<file path="src/core/rso_pkg.sv">
`default_nettype none
package rso_pkg;

  // ---------------------------------------------------------------------
  // Widths
  // ---------------------------------------------------------------------
  localparam int FUNC_W = 6;      // Weights 1..32
  localparam int FAULT_W = 14;    // Weights 1..8192
  localparam int AREA_N = 15;     // Approach check areas
  localparam int ARM_N = 16;      // Arm selection inputs
  localparam int SYNC_N = 3;      // Pin synchroniser depth

  // ---------------------------------------------------------------------
  // Default bit positions of the status word
  // ---------------------------------------------------------------------
  localparam int BIT_READY = 0;
  localparam int BIT_RUNNING = 1;
  localparam int BIT_PAUSED = 2;
  localparam int BIT_ERROR = 3;
  localparam int BIT_ESTOP = 4;
  localparam int BIT_GUARD = 5;
  localparam int BIT_CRIT = 6;
  localparam int BIT_WARN = 7;
  localparam int STD_W = 8;

  // ---------------------------------------------------------------------
  // Reset values
  // ---------------------------------------------------------------------
  localparam logic [ARM_N-1:0] ARM_SEL_RST = 16'hffff;  // All arms chosen
  localparam logic [STD_W-1:0] STD_RST = 8'h00;

  // Startup state machine
  typedef enum logic [1:0] {
    RSO_BOOT = 2'b00,
    RSO_UP = 2'b01
  } rso_boot_e;

  // Per-arm condition bundle from the arm control
  typedef struct packed {
    logic [ARM_N-1:0] motor;
    logic [ARM_N-1:0] home;
    logic [ARM_N-1:0] high_power;
    logic [ARM_N-1:0] uncal;
  } rso_arm_s;

  // Controller state bundle
  typedef struct packed {
    logic startup_done;
    logic task_running;
    logic task_paused;
    logic error_event;
    logic crit_event;
    logic warn_active;
    logic estop;
    logic guard_open;
    logic recover_wait;
    logic recover_run;
    logic cmd_busy;
    logic cmd_reject;
    logic remote_ok;
    logic teach;
    logic test;
    logic enable_sw;
    logic [FUNC_W-1:0] func_num;
    logic [FAULT_W-1:0] fault_num;
    logic [AREA_N-1:0] area;
  } rso_ctl_s;

  // Status output bundle
  typedef struct packed {
    logic [STD_W-1:0] std;
    logic motor_energized;
    logic home_position_flag;
    logic high_power_flag;
    logic calibration_needed;
    logic recover_pending;
    logic recover_active;
    logic command_executing;
    logic command_rejected;
    logic [FUNC_W-1:0] function_number;
    logic remote_accept_state;
    logic teach_state_flag;
    logic test_state_flag;
    logic enable_switch_flag;
    logic [FAULT_W-1:0] fault_number;
    logic [AREA_N-1:0] area_occupancy;
  } rso_out_s;

endpackage
`default_nettype wire

</file>
<file path="src/core/rso_status_out.sv">
`default_nettype none
module rso_status_out #(
  parameter int ARMS = rso_pkg::ARM_N
) (
  input wire logic clk,
  input wire logic rst,
  input wire rso_pkg::rso_ctl_s ctl,
  input wire rso_pkg::rso_arm_s arm,
  input wire logic [rso_pkg::ARM_N-1:0] arm_select_pin,
  input wire logic arm_select_strobe_pin,
  input wire logic reset_input_pin,
  output logic reset_accepted,
  output rso_pkg::rso_out_s status
);
  import rso_pkg::*;

  // ---------------------------------------------------------------------
  // Pin synchronisers
  // ---------------------------------------------------------------------
  logic [SYNC_N-1:0] rst_in_sync_reg;
  logic [SYNC_N-1:0] sel_stb_sync_reg;
  logic [ARM_N-1:0] sel_s1_reg, sel_s2_reg, sel_s3_reg;
  logic rst_in_reg, sel_stb_reg, sel_stb_d_reg;

  // Three stages; a reset or strobe change counts when stages two and three agree
  always_ff @(posedge clk or posedge rst)
  begin
    if (rst)
    begin
      rst_in_sync_reg <= '0;
      sel_stb_sync_reg <= '0;
      sel_s1_reg <= '0;
      sel_s2_reg <= '0;
      sel_s3_reg <= '0;
    end
    else
    begin
      rst_in_sync_reg <= {rst_in_sync_reg[1:0], reset_input_pin};
      sel_stb_sync_reg <= {sel_stb_sync_reg[1:0], arm_select_strobe_pin};
      sel_s1_reg <= arm_select_pin;
      sel_s2_reg <= sel_s1_reg;
      sel_s3_reg <= sel_s2_reg;
    end
  end

  // Filtered levels: hold the old value while stages disagree
  always_ff @(posedge clk or posedge rst)
  begin
    if (rst)
    begin
      rst_in_reg <= 1'b0;
      sel_stb_reg <= 1'b0;
      sel_stb_d_reg <= 1'b0;
    end
    else
    begin
      if (rst_in_sync_reg[1] == rst_in_sync_reg[2])
        rst_in_reg <= rst_in_sync_reg[2];
      if (sel_stb_sync_reg[1] == sel_stb_sync_reg[2])
        sel_stb_reg <= sel_stb_sync_reg[2];
      sel_stb_d_reg <= sel_stb_reg;
    end
  end

  // ---------------------------------------------------------------------
  // Startup tracking
  // ---------------------------------------------------------------------
  rso_boot_e boot_reg;

  always_ff @(posedge clk or posedge rst)
  begin
    if (rst)
      boot_reg <= RSO_BOOT;
    else
    begin
      case (boot_reg)
        RSO_BOOT: if (ctl.startup_done) boot_reg <= RSO_UP;
        RSO_UP: boot_reg <= RSO_UP;
        default: boot_reg <= RSO_BOOT;
      endcase
    end
  end

  // ---------------------------------------------------------------------
  // Arm selection
  // ---------------------------------------------------------------------
  logic [ARM_N-1:0] arm_sel_reg;
  logic sel_rise;
  logic sel_valid;

  assign sel_rise = sel_stb_reg && !sel_stb_d_reg;
  // Selection only taken in remote accept state
  assign sel_valid = sel_rise && status.remote_accept_state;

  // Kept until changed; a reboot (rst) returns to all arms
  always_ff @(posedge clk or posedge rst)
  begin
    if (rst)
      arm_sel_reg <= ARM_SEL_RST;
    else if (sel_valid && sel_s3_reg != '0)
      arm_sel_reg <= sel_s3_reg;
  end

  // Any selected arm meets the condition
  function automatic logic any_sel(input logic [ARM_N-1:0] cond,
                                   input logic [ARM_N-1:0] sel);
    any_sel = |(cond & sel);
  endfunction

  // ---------------------------------------------------------------------
  // Latched faults
  // ---------------------------------------------------------------------
  logic error_reg, crit_reg;
  logic clear_req;

  // Reset input only counts in remote accept state
  assign clear_req = rst_in_reg && status.remote_accept_state;
  assign reset_accepted = clear_req && !crit_reg;

  // New event wins over a clear in the same cycle
  always_ff @(posedge clk or posedge rst)
  begin
    if (rst)
      error_reg <= 1'b0;
    else if (ctl.error_event)
      error_reg <= 1'b1;
    else if (clear_req && !crit_reg)
      error_reg <= 1'b0;
  end

  // Only a reboot clears the critical flag; the reset input is ignored
  always_ff @(posedge clk or posedge rst)
  begin
    if (rst)
      crit_reg <= 1'b0;
    else if (ctl.crit_event)
      crit_reg <= 1'b1;
  end

  // ---------------------------------------------------------------------
  // Status word
  // ---------------------------------------------------------------------
  logic [STD_W-1:0] std_next;

  always_comb
  begin
    std_next = STD_RST;
    std_next[BIT_READY] = (boot_reg == RSO_UP) && !ctl.task_running;
    std_next[BIT_RUNNING] = ctl.task_running && !ctl.task_paused;
    std_next[BIT_PAUSED] = ctl.task_paused;
    std_next[BIT_ERROR] = error_reg;
    std_next[BIT_ESTOP] = ctl.estop;
    std_next[BIT_GUARD] = ctl.guard_open;
    std_next[BIT_CRIT] = crit_reg;
    std_next[BIT_WARN] = ctl.warn_active;
  end

  // All status outputs from one register stage so groups move together; reset_accepted is combinational
  always_ff @(posedge clk or posedge rst)
  begin
    if (rst)
      status <= '0;
    else
    begin
      status.std <= std_next;
      status.motor_energized <= any_sel(arm.motor, arm_sel_reg);
      status.home_position_flag <= any_sel(arm.home, arm_sel_reg);
      status.high_power_flag <= any_sel(arm.high_power, arm_sel_reg);
      status.calibration_needed <= any_sel(arm.uncal, arm_sel_reg);
      status.recover_pending <= ctl.recover_wait;
      status.recover_active <= ctl.recover_run;
      status.command_executing <= ctl.cmd_busy;
      status.command_rejected <= ctl.cmd_reject;
      status.function_number <= ctl.func_num;
      status.remote_accept_state <= ctl.remote_ok;
      status.teach_state_flag <= ctl.teach;
      status.test_state_flag <= ctl.test;
      status.enable_switch_flag <= ctl.enable_sw;
      status.fault_number <= ctl.fault_num;
      status.area_occupancy <= ctl.area;
    end
  end
endmodule // rso_status_out
`default_nettype wire

</file>
<file path="config.mk">
export PLATFORM = sky130hd
export DESIGN_NAME = rso_status_out
export DESIGN_NICKNAME = d
export VERILOG_FILES = /design/src/core/rso_pkg.sv /design/src/core/rso_status_out.sv
export SDC_FILE = /design/constraint.sdc
export NUM_CORES = 1
export LEC_CHECK = 0
export BUFFER_PORTS_ARGS = -buffer_cell sky130_fd_sc_hd__buf_4
export CAP_MARGIN = 20
export CORE_MARGIN = 8
export CORE_UTILIZATION = 44
export DETAILED_ROUTE_END_ITERATION = 16
export GPL_TIMING_DRIVEN = 0
export PLACE_DENSITY_LB_ADDON = 0.3
export RECOVER_POWER = 50
export SLEW_MARGIN = 30
export SYNTH_ARGS = -nofsm -noshare
export SYNTH_HDL_FRONTEND = slang
export SYNTH_SLANG_ARGS = --single-unit
</file>
<file path="constraint.sdc">
create_clock -name clk -period 5.6 [get_ports clk]
set_clock_uncertainty 0.2 [all_clocks]
set_input_delay 0.28 -clock clk [delete_from_list [all_inputs] [get_ports clk]]
set_output_delay 0.28 -clock clk [all_outputs]
set_load 0.1 [all_outputs]
</file>
# ---- Word-level counts from Yosys, hierarchy flattened
# Index checks and enable logic that the tools add are counted.
dict set report word_totals {
  inputBits 135
  output_inout_bits 56
  reg_bits 132
  word_cells 58
}
dict set report classes {
  bitwise 4
  n_eq_ne 4
  mux 4
  reduce_logical 18
}
# op count
set ops {}
lappend ops {{$and A16 B16 Y16} 4}
lappend ops {{$reduce_or A16 Y1} 4}
lappend ops {{$reduce_bool A16 Y1} 1}
lappend ops {{$logic_and A1 B1 Y1} 7}
lappend ops {{$logic_not A1 Y1} 4}
lappend ops {{$pmux W2 S2} 1}
lappend ops {{$eq A1 B1 Y1} 2}
lappend ops {{$eq A2 B1 Y1 const B} 1}
lappend ops {{$logic_not A2 Y1} 1}
lappend ops {{$mux W1} 2}
lappend ops {{$mux W2} 1}
lappend ops {{$ne A2 B2 Y1 const B} 1}
lappend ops {{$reduce_bool A2 Y1} 1}

# ---- Logic depth before layout (Yosys ltp)
# Gate-level depths: netlist (run 1).
dict set report depth {
  depth_word 4
  mapped_depth 5
  mapped_depth_nobuf 4
}

# ---- Worst setup path before layout (run 1)
# Ideal clock, no wire load.
dict set report synth_path {
  kind {flip-flop to output port}
  from {reg status[32] in the netlist's numbering}
  to {out reset_accepted}
  arrival_ns 2.388
  required_ns 5.120
  path_slack_ns 2.732
  stages_incl_launch_ff 3
  n_path_buf 0
  path_cell_list {dfrtp_1 nand2_1 nor2_1}
}
dict set report synth_between {
  elab_chain_len 2
}
# item line
set synth_lines {}
lappend synth_lines {{start: declaration} rso_status_out.sv:13} ;# output rso_pkg::rso_out_s status
lappend synth_lines {{$logic_and A1 B1 Y1} rso_status_out.sv:117} ;# assign clear_req = rst_in_reg && status.remote_accept_state;
lappend synth_lines {{$logic_and A1 B1 Y1} rso_status_out.sv:118} ;# assign reset_accepted = clear_req && !crit_reg;
lappend synth_lines {{end: declaration} rso_status_out.sv:12} ;# output logic reset_accepted,
# No other way between the ends.

# ---- Worst setup path after layout (run 1)
dict set report layout_path {
  from {reg arm_sel_reg[0]}
  to {reg status[44] in the netlist's numbering}
}
dict set report layout_between {
  elab_chain_len 2
}
# item line
set layout_lines {}
lappend layout_lines {{start: declaration} rso_status_out.sv:87} ;# logic [ARM_N-1:0] arm_sel_reg;
lappend layout_lines {{start signal: assignment} rso_status_out.sv:101} ;# arm_sel_reg <= sel_s3_reg;
lappend layout_lines {{$and A16 B16 Y16} rso_status_out.sv:107} ;# any_sel = |(cond & sel);
lappend layout_lines {{$reduce_or A16 Y1} rso_status_out.sv:107}
# No other way between the ends.
# A chain may end at the register's enable or synchronous reset.

==> summary.md, run 1 <==
- done — clock tree from TritonCTS
- 4 — CTS H-tree depth
- clkbuf_8 — Root Driver
- 19.7 um2 — mean cell area of the mapped netlist
- 615 — post-route non-filler standard cell count
- 111 um — Vert. Die Dim
- capacitance limit, slew limit — violations in the final reports
- 3.61 ns — dpl ws
- 0.828 — placer's final routability congestion estimate
- 75.6% — relative area change from synthesis to final layout
- 0.00505 — Post-Synth Adder-Cell Area
- 17 — number of buffers created by CTS
- -0.0708 — worst slew slack as a fraction of its limit
- 0.419 — share of total power in sequential cells
- 0.000260 V — worst voltage drop across the vdd grid
- 7890 um — placed wire-length estimate
- 0 — post-CTS resize count
- 385 nW/um2 — power density over the cells
- dlygate4sd3_1 — Most common cell on crit path
- status[44] — reg-to-reg critical path endpoint
- 3603 — vias in the first global route
- register to register — worst min path class
- 20400 um — global-route wire length before repair
- 5.78 ns — required time worst endpoint
- status — register with the most flip-flops
- 131 — number of sinks handled by clock tree synthesis
- 0 — final number of hold-violating endpoints
- 0.832 — sequential-to-total area share from yosys stat
- buffers and inverters — top cell family by delay on the critical path
- 4.89 — Vias per Instance
- 3.17 ns — final worst slack
- 0.06 ns — clock-pin slew on the worst setup and hold paths
- sel_s3_reg[0] — Hold Crit Endpoint
- 628 — NumNets Final
- 12300 um2 — Die Outline Area
- complete, but fails checks — status
- 191 — top-level I/O count
- 99 — pin count of the biggest net entering global routing
- 0 — number of remaining DRC errors
- 190 — PortBufs
- 3.17 ns — flop2flop setup slack
- 111 um — Die X-Extent
- 0 — xor and xnor area share after synthesis
- 0.413 — fraction of power consumed by the clock network
- 3010 — number of vias in the routed layout
- 55 — number of flip-flops in the largest register
- 201 — count of mapped cells out of synthesis
- 0 — Congestion Overflow GR
- register — Critical Path End Type
- 336 — number of nets produced by synthesis
- 0 — setup violation total in the final timing report
- sel_s2_reg[0] — critical hold path startpoint
- a22o_1 > a221oi_1 > dlygate4sd3_1 > nand4_1 > dlygate4sd3_1 — cells along the critical path
- 2 — number of buffers and inverters on the critical path
- dlygate4sd3_1 — slowest stage cell, crit path
- 18 — number of distinct library cells after synthesis
- 1.60 ns — actual slew at the worst max-slew pin
- false — unrepaired setup endpoints after global routing
- 0.61 ns — maximum cell stage delay along the critical path
- register to register — critical path class
- 0.434 — share of the clock period used by the worst path
- 0.455 — Starting Density
- 0.0549 — multiplexer area fraction after synthesis
- 2.61 ns — critical path arrival
- 411 MHz — Highest Clock Rate
- 5 — drt first pass iters
- 0.145 ns — post-route worst hold slack
- 13000 um — Total Routed Length
- 0.270 — net switching share of the total power
- 34 — final slew viol count
- 1 — max-cap violation count
- 34 — number of rows created at floorplan
- 8720 um2 — placeable core region
- 0.00324 uW — Leakage Power
- 21.2 um — Routed WL per cell
- 0.50 ns — Skew-Pair Late Insertion Delay
- 1 — initial antenna violation count
- 169 — number of design-rule violations left by the first detailed-router iteration
- register — launching element type of the critical path
- 0 — count of yosys warnings during synthesis
- 0 — number of nets with antenna violations after routing
- 0 ns — total negative slack for setup checks
- 5 — count of cells along the worst register-to-register path
- 0 — setup bufs post-CTS
- 0.0300 — post-synthesis simple-gate area fraction
- 0.168 — fraction of power consumed by combinational cells
- compound AO/OA/AOI/OAI gates — main combinational cell family by area after synthesis
- 5 — worst-path maximum fanout
- arm_sel_reg[0] — reg2reg start
- 2.43 ns — Tmin final
- 0.502 — fraction of final layout cells sized beyond drive strength 1
- 0 — instance count along the most critical hold path
- 2680 uW — total chip power
- 722 uW — switching power
- 1960 uW — cell-internal power
- 500 — total instance count after detailed placement
- 131 — number of synthesized register bits
- 0.0720 — Compound-Gate Fraction of Synth Area
- 2 — Max Root-Sink Buffers
- 0.219 — total routing resource utilization after global routing
- 3960 um2 — summed instance area of the synthesized netlist
-- routing by layer --
| layer | up-vias | track usage | part of all wire |
|---|---|---|---|
| met5 | - | 0 | 0 |
| met4 | 0 | 0.101 | 0.032 |
| met3 | 31 | 0.114 | 0.12 |
| li1 | 1328 | - | - |
| met2 | 199 | 0.347 | 0.48 |
| met1 | 1452 | 0.237 | 0.38 |
-- cells by family (layout without fill, tap and decap cells) --
kind of cell / count (synthesis) / count (layout)
other: 0 / 1
AO/OA/AOI/OAI: 33 / 33
buffers and inverters: 2 / 307
AND/OR/NAND/NOR: 17 / 17
flip-flops: 131 / 131
multiplexers: 16 / 16
adder cells (fa/ha/maj): 2 / 2
-- area by class of cell --
class	count	area, um2
repair buffers	273	2260
well taps	108	135
clock buffers	20	445
plain buffers	1	20.0
fillers	449	1760
diodes	1	2.50
flip-flops and latches	131	3300
inverters	1	5.00
clock inverters	12	155
multi-input cells	68	642
-- stage by stage --
stage          instance area [um2]  utilization
3_5_place_dp                  5560        0.638
3_3_place_gp                  5530        0.634
5_1_grt                       6960        0.798
4_1_cts                       6980        0.801
2_1_floorplan                 3960            -
6_report                      6960        0.798
-- how the worst max path moves through the flow --
| stage | from | end | slack, ns | cells after the start |
|---|---|---|---|---|
| 2_1_floorplan | rst | boot_reg[0] | 1.65 | 1 |
| 3_3_place_gp | rst | status[51] | 0.51 | 2 |
| 3_5_place_dp | sel_s3_reg[1] | arm_sel_reg[7] | 3.61 | 5 |
| 4_1_cts | arm_sel_reg[5] | status[43] | 3.20 | 5 |
| 5_1_grt | arm_sel_reg[5] | status[43] | 3.05 | 5 |
| 6_report | arm_sel_reg[0] | status[44] | 3.17 | 5 |
-- cells in the mapped netlist, drive strengths merged --
master  count  area share
nor2        1     0.00095
maj3        2      0.0051
nand4b      1      0.0060
o21ai       1      0.0013
nand2b      1      0.0016
nand4       5      0.0079
a221oi     16       0.035
nor2b       2      0.0032
mux2       16       0.055
buf         1      0.0051
dfrtp     115        0.73
a22o       16       0.035
dfstp      16        0.11
nand2       1     0.00095
inv         1     0.00095
or2         2      0.0032
nor4        4      0.0063
-- power by group through the flow --
stage | Clock, uW | Sequential (uW) | Combinational [uW]
after floorplan | 0 | 1250 | 115
after global placement | 0 | 1130 | 384
after detailed placement | 0 | 1130 | 393
after CTS | 1110 | 1120 | 450
after global routing | 1170 | 1130 | 471
final | 1110 | 1120 | 449
-- what timing repair did --
action | CTS | global route
setup endpoints to repair | 0 | 0
hold endpoints to repair | 189 | 0
hold buffers | 82 | 0
-- layout by cell type (no fill, tap or decap), drive strengths merged, types with 3 or more instances in the layout --
master / Yosys / routed
a221oi: 16 / 16
a22o: 16 / 16
buf: 1 / 124
bufinv: 0 / 3
clkbuf: 0 / 88
clkinvlp: 0 / 6
dfrtp: 115 / 115
dfstp: 16 / 16
dlygate4sd3: 0 / 82
mux2: 16 / 16
nand4: 5 / 5
nor4: 4 / 4
Power figures use the tool's default switching activity.
==> run 2, diff against run 1 <==
Settings changed: CORE_UTILIZATION 44 to 41.
Clock period 5.6 ns to 2.1 ns, I/O delays scaled along.
==> run 2 against run 1 <==
The run now ends clean. Clock-buffer cell count is 1 lower. Worst hold slack worse by 0.078 ns. Clock power grew to 2.6 times the previous value. Sequential share of layout area shrank 1.9 points. Largest power group unchanged.
==> summary.md, run 2 (synthesis results as in run 1) <==
- 0.417 — share of total power in sequential cells, -0.002
- 4 — CTS H-tree depth, unchanged
- 21100 um — global-route wire length before repair, +3.5%
- 2 — Max Root-Sink Buffers, unchanged
- 651 — NumNets Final, +3.7%
- 583 — number of fillers in the final layout, +30%
- 0.00337 uW — Leakage Power, +4.0%
- input port to register — worst min path class
- 9590 um2 — placeable core region, +10%
- 131 — number of sinks handled by clock tree synthesis, unchanged
- 0.000836 V — worst voltage drop across the vdd grid, +220%
- buf_4 — most frequent standard cell in the layout excluding fill and tap cells
- 5250 uW — cell-internal power, +170%
- completed — status
- 501 MHz — Highest Clock Rate, +22%
- 82.9% — relative area change from synthesis to final layout
- 191 — top-level I/O count, unchanged
- 0 — final slew viol count, -100%
- 4 — drt first pass iters, -1
- 0 — number of remaining DRC errors, unchanged
- 1 — initial antenna violation count, unchanged
- 7190 uW — total chip power, +170%
- 114 um — Vert. Die Dim, +3.1%
- 0.912 — placer's final routability congestion estimate, +10%
- 0 — number of nets with antenna violations after routing, unchanged
- register — Critical Path End Type
- 36 — number of rows created at floorplan, +5.9%
- clkbuf_8 — Root Driver
- 1940 uW — switching power, +170%
- 528 — total instance count after detailed placement, +5.6%
- 135 — number of design-rule violations left by the first detailed-router iteration, -20%
- 5 — worst-path maximum fanout, unchanged
- 0.490 — fraction of final layout cells sized beyond drive strength 1, -0.0124
- 0 — final number of hold-violating endpoints, unchanged
- 663 — post-route non-filler standard cell count, +7.8%
- 0.413 — Starting Density, -0.0414
- 1.19 ns — actual slew at the worst max-slew pin, -0.403 ns
- 0.270 — net switching share of the total power, about the same
- 0 — max-cap violation count, -1
- 123 x buf_4, 115 x dfrtp_1, 102 x dlygate4sd3_1, 63 x clkbuf_4 — commonest non-fill, non-tap cells in the layout
- 0 — Congestion Overflow GR, unchanged
- status — register with the most flip-flops
- 190 — PortBufs, unchanged
- 992 nW/um2 — power density over the cells, +160%
- 0 — setup violation total in the final timing report, unchanged
- 0.951 — share of the clock period used by the worst path, +0.517
- 3817 — vias in the first global route, +5.9%
- false — unrepaired setup endpoints after global routing
- 0.49 ns — Skew-Pair Late Insertion Delay, about the same
- register — launching element type of the critical path
- 114 um — Die X-Extent, +3.1%
- 13100 um2 — Die Outline Area, +6.2%
- 0.219 — total routing resource utilization after global routing, +0.000812
- 2.27 ns — required time worst endpoint, -3.51 ns
- 8310 um — placed wire-length estimate, +5.3%
- register to register — critical path class
- 0.185 — fraction of power consumed by combinational cells, +0.017
- 20.3 um — Routed WL per cell, -4.4%
- 2.16 ns — critical path arrival, -0.45 ns
- 17 — number of buffers created by CTS, unchanged
- 13500 um — Total Routed Length, +3.1%
- 34 — pin count of the biggest net entering global routing, -66%
- 4.63 — Vias per Instance, -5.3%
- 0.07 ns — clock-pin slew on the worst setup and hold paths, about the same
- 2.00 ns — Tmin final, -0.433 ns
- 0.0675 ns — post-route worst hold slack, -0.0777 ns
- 3073 — number of vias in the routed layout, +2.1%
- 0.398 — fraction of power consumed by the clock network, -0.015
- 55 — number of flip-flops in the largest register, unchanged
- 0.10 ns — flop2flop setup slack, -3.07 ns
- 0.199 — worst slew slack as a fraction of its limit, +0.270
- done — clock tree from TritonCTS
## run 2: worst max-delay path, cell delays in order, from the launching register on
cell	delay, ns
dfstp_2	0.40
a22o_1	0.20
a221oi_1	0.32
dlygate4sd3_1	0.64
nand4_1	0.11
## run 2: timing repair
item	in CTS	in global routing
endpoints found under the hold margin	145	0
endpoints found under the setup margin	0	10
resized for setup	0	1
hold buffers	102	0
setup buffers	0	0
## run 2: through the flow
stage	setup TNS, ns	instance area [um2]	setup slack (ns)	utilization
3_5_place_dp	0	5660	0.0911	0.589
3_3_place_gp	-56.67	5570	-0.501	0.580
4_1_cts	0	7260	0.0719	0.757
2_1_floorplan	0	3980	0.0784	-
5_1_grt	0	7250	0.0631	0.756
6_report	0	7250	0.103	0.756
## run 2: area by class of cell
class	count	area, um2	area share
tap	133	166	0.0230
clock buffer	19	422	0.0582
inverter	1	5.00	0.000690
timing repair buffer	296	2520	0.348
multi-input combinational	68	656	0.0904
buffer	1	20.0	0.00276
sequential	131	3300	0.455
clock inverter	13	161	0.0223
antenna	1	2.50	0.000345
## run 2: per-layer routing
layer | global-route usage | wire (um)
met1 | 0.226 | 4880
met2 | 0.380 | 6830
met3 | 0.105 | 1540
met4 | 0.0825 | 196
met5 | 0 | 0
## run 2: path summary, 6_finish.rpt
kind                       depth (start not counted)       startpoint        endpoint
setup / recovery                                   4  arm_sel_reg[14]      status[43]
hold / removal                                     2           ctl[1]       status[1]
setup reg to reg                                   4  arm_sel_reg[14]      status[43]
hold reg to reg                                    0    sel_s1_reg[3]   sel_s2_reg[3]
max in group asynchronous                          5              rst  arm_sel_reg[7]
min in group asynchronous                          3              rst       status[1]
## run 2: power by group through the flow
stage | clock [uW] | sequential (uW) | combinational, uW
finish | 2860 | 3000 | 1330
global route | 3040 | 3020 | 1400
CTS | 2890 | 2990 | 1320
detailed placement | 0 | 3040 | 1060
global placement | 0 | 3030 | 1030
floorplan | 0 | 3330 | 308
==> run 3, diff against run 2 <==
Settings changed: CORE_UTILIZATION 41 to 43, CTS_BUF_LIST set to sky130_fd_sc_hd__clkbuf_4.
==> run 3 against run 2 <==
Critical path depth unchanged. Combinational power about the same. Clock-buffer cell count decreased by 2. Routed wire length decreased by 4.7%. Cell count decreased by 3.0%. Critical path type unchanged.
==> summary.md, run 3 (synthesis results as in run 1) <==
- 0.547 ns — actual slew at the worst max-slew pin, -0.648 ns
- 0.504 — share of total power in sequential cells, +0.087
- 3112 — number of vias in the routed layout, +1.3%
- 112 um — Vert. Die Dim, -2.0%
- 4 — drt first pass iters, unchanged
- 0 ns — total negative slack for setup checks, unchanged
- done — clock tree from TritonCTS
- 0.0933 ns — final worst slack, -0.00931 ns
- false — unrepaired setup endpoints after global routing
- 5 — worst-path maximum fanout, unchanged
- 0.49 ns — Skew-Pair Late Insertion Delay, about the same
- 0 — number of nets with antenna violations after routing, unchanged
- 655 — NumNets Final, +0.61%
- dlygate4sd3_1 — slowest stage cell, crit path
- 848 nW/um2 — power density over the cells, -14%
- 0.228 — fraction of power consumed by combinational cells, +0.043
- register — Critical Path End Type
- 12800 um — Total Routed Length, -4.7%
- 0.637 — worst slew slack as a fraction of its limit, +0.438
- 227 — number of design-rule violations left by the first detailed-router iteration, +68%
- 12500 um2 — Die Outline Area, -4.0%
- 0.267 — fraction of power consumed by the clock network, -0.131
- completed — status
- 498 MHz — Highest Clock Rate, -0.46%
- 0 — setup violation total in the final timing report, unchanged
- 0.61 ns — maximum cell stage delay along the critical path, -0.03 ns
- 35 — number of rows created at floorplan, -2.8%
- 55 — number of flip-flops in the largest register, unchanged
- 0.000557 V — worst voltage drop across the vdd grid, -33%
- 5920 uW — total chip power, -18%
- 76.0% — relative area change from synthesis to final layout
- input port to register — worst min path class
- 4730 um — WL met1, -3.2%
- 0.301 — net switching share of the total power, +0.0310
- 17 — number of buffers created by CTS, unchanged
- 4 — CTS H-tree depth, unchanged
- 2.12 ns — critical path arrival, -0.04 ns
- 0 — final slew viol count, unchanged
- register — launching element type of the critical path
- 2.22 ns — required time worst endpoint, -0.05 ns
- 0 — number of remaining DRC errors, unchanged
- 3690 — vias in the first global route, -3.3%
- 0.12 ns — clock-pin slew on the worst setup and hold paths, +0.05 ns
- 1610 um — Met3 Routed Length, +4.7%
- 120 x buf_4, 115 x dfrtp_1, 105 x dlygate4sd3_1, 85 x clkbuf_4 — commonest non-fill, non-tap cells in the layout
- 0.112 ns — dpl ws, +0.0207 ns
- 1780 uW — switching power, -8.2%
- 4.84 — Vias per Instance, +4.4%
- met4 — Top Layer Used
- status — register with the most flip-flops
- a22o_1 > a221oi_2 > dlygate4sd3_1 > nand4_1 — cells along the critical path
- 0 — initial antenna violation count, -1
- 0 — final number of hold-violating endpoints, unchanged
- 0.212 — total routing resource utilization after global routing, -0.00735
- register to register — critical path class
- 190 — PortBufs, unchanged
- 191 — top-level I/O count, unchanged
- 7940 um — placed wire-length estimate, -4.5%
- 507 — total instance count after detailed placement, -4.0%
- 0.881 — placer's final routability congestion estimate, -3.4%
- 0 — diode count, -1
- 0.956 — share of the clock period used by the worst path, +0.00443
- 19.9 um — Routed WL per cell, -1.8%
- 0.00327 uW — Leakage Power, -2.8%
- 6230 um — met2 wire len, -8.9%
- 9110 um2 — placeable core region, -5.1%
- 20300 um — global-route wire length before repair, -3.7%
- clkbuf_4 — Root Driver
- 131 — number of sinks handled by clock tree synthesis, unchanged
- 0.494 — fraction of final layout cells sized beyond drive strength 1, +0.00476
- buf_4 — most frequent standard cell in the layout excluding fill and tap cells
- 32 — pin count of the biggest net entering global routing, -5.9%
- 4140 uW — cell-internal power, -21%
- 0 — max-cap violation count, unchanged
- 0 — Congestion Overflow GR, unchanged
- 643 — post-route non-filler standard cell count, -3.0%
- 0 — setup bufs post-CTS, unchanged
- 2 — Max Root-Sink Buffers, unchanged
- 2.01 ns — Tmin final, +0.00931 ns
- 112 um — Die X-Extent, -2.0%
- 0.435 — Starting Density, +0.0220
run 3: cell type report:
cell class | count | area (um2)
multi-input combinational | 68 | 656
clock buffer | 17 | 128
inverter | 1 | 7.51
buffer | 1 | 20.0
timing repair buffer | 300 | 2590
tap | 111 | 139
sequential | 131 | 3300
clock inverter | 14 | 140
fill | 514 | 2130
run 3: through the flow:
stage,hold WS [ns],util,cell area (um2)
2_1_floorplan,-0.0636,-,3980
3_3_place_gp,0.0141,0.608,5540
3_5_place_dp,-0.0795,0.623,5670
4_1_cts,0.00288,0.767,6990
5_1_grt,0.0244,0.766,6980
6_report,0.0702,0.766,6980
run 3: power groups by stage:
stage               sequential, uW  combinational, uW  clock, uW
detailed placement            3020               1070          0
CTS                           2970               1330       1620
finish                        2990               1350       1580
floorplan                     3330                308          0
global route                  3010               1410       1740
global placement              3010               1030          0
run 3: what timing repair did:
| action | 4_1_cts | 5_1_grt |
|---|---|---|
| setup endpoints to repair | 0 | 1 |
| hold buffers | 105 | 0 |
| hold endpoints to repair | 158 | 0 |
| gates resized for setup | 0 | 1 |
run 3: path summary, 6_finish.rpt:
path                       slack, ns  depth (start not counted)        endpoint            from
max                             0.09                          4      status[43]  arm_sel_reg[4]
max in group asynchronous       0.27                          7  arm_sel_reg[5]             rst
min reg2reg                     0.15                          0   sel_s3_reg[9]   sel_s2_reg[9]
min                             0.07                          2      status[18]         ctl[18]
max reg2reg                     0.09                          4      status[43]  arm_sel_reg[4]
min in group asynchronous       0.55                          4      status[27]             rst
run 3: routing by layer:
metal  vias up  track usage
met1      1505        0.227
met3        17        0.106
met2       212        0.354
li1       1378            -
met4         0       0.0827
met5         -            0
run 3: worst max-delay path, delay by kind of cell, from the launching register on:
kind            cells  cell delay, ns
compound gates      2            0.48
buf+inv             1            0.61
flops               1            0.43
simple gates        1            0.14
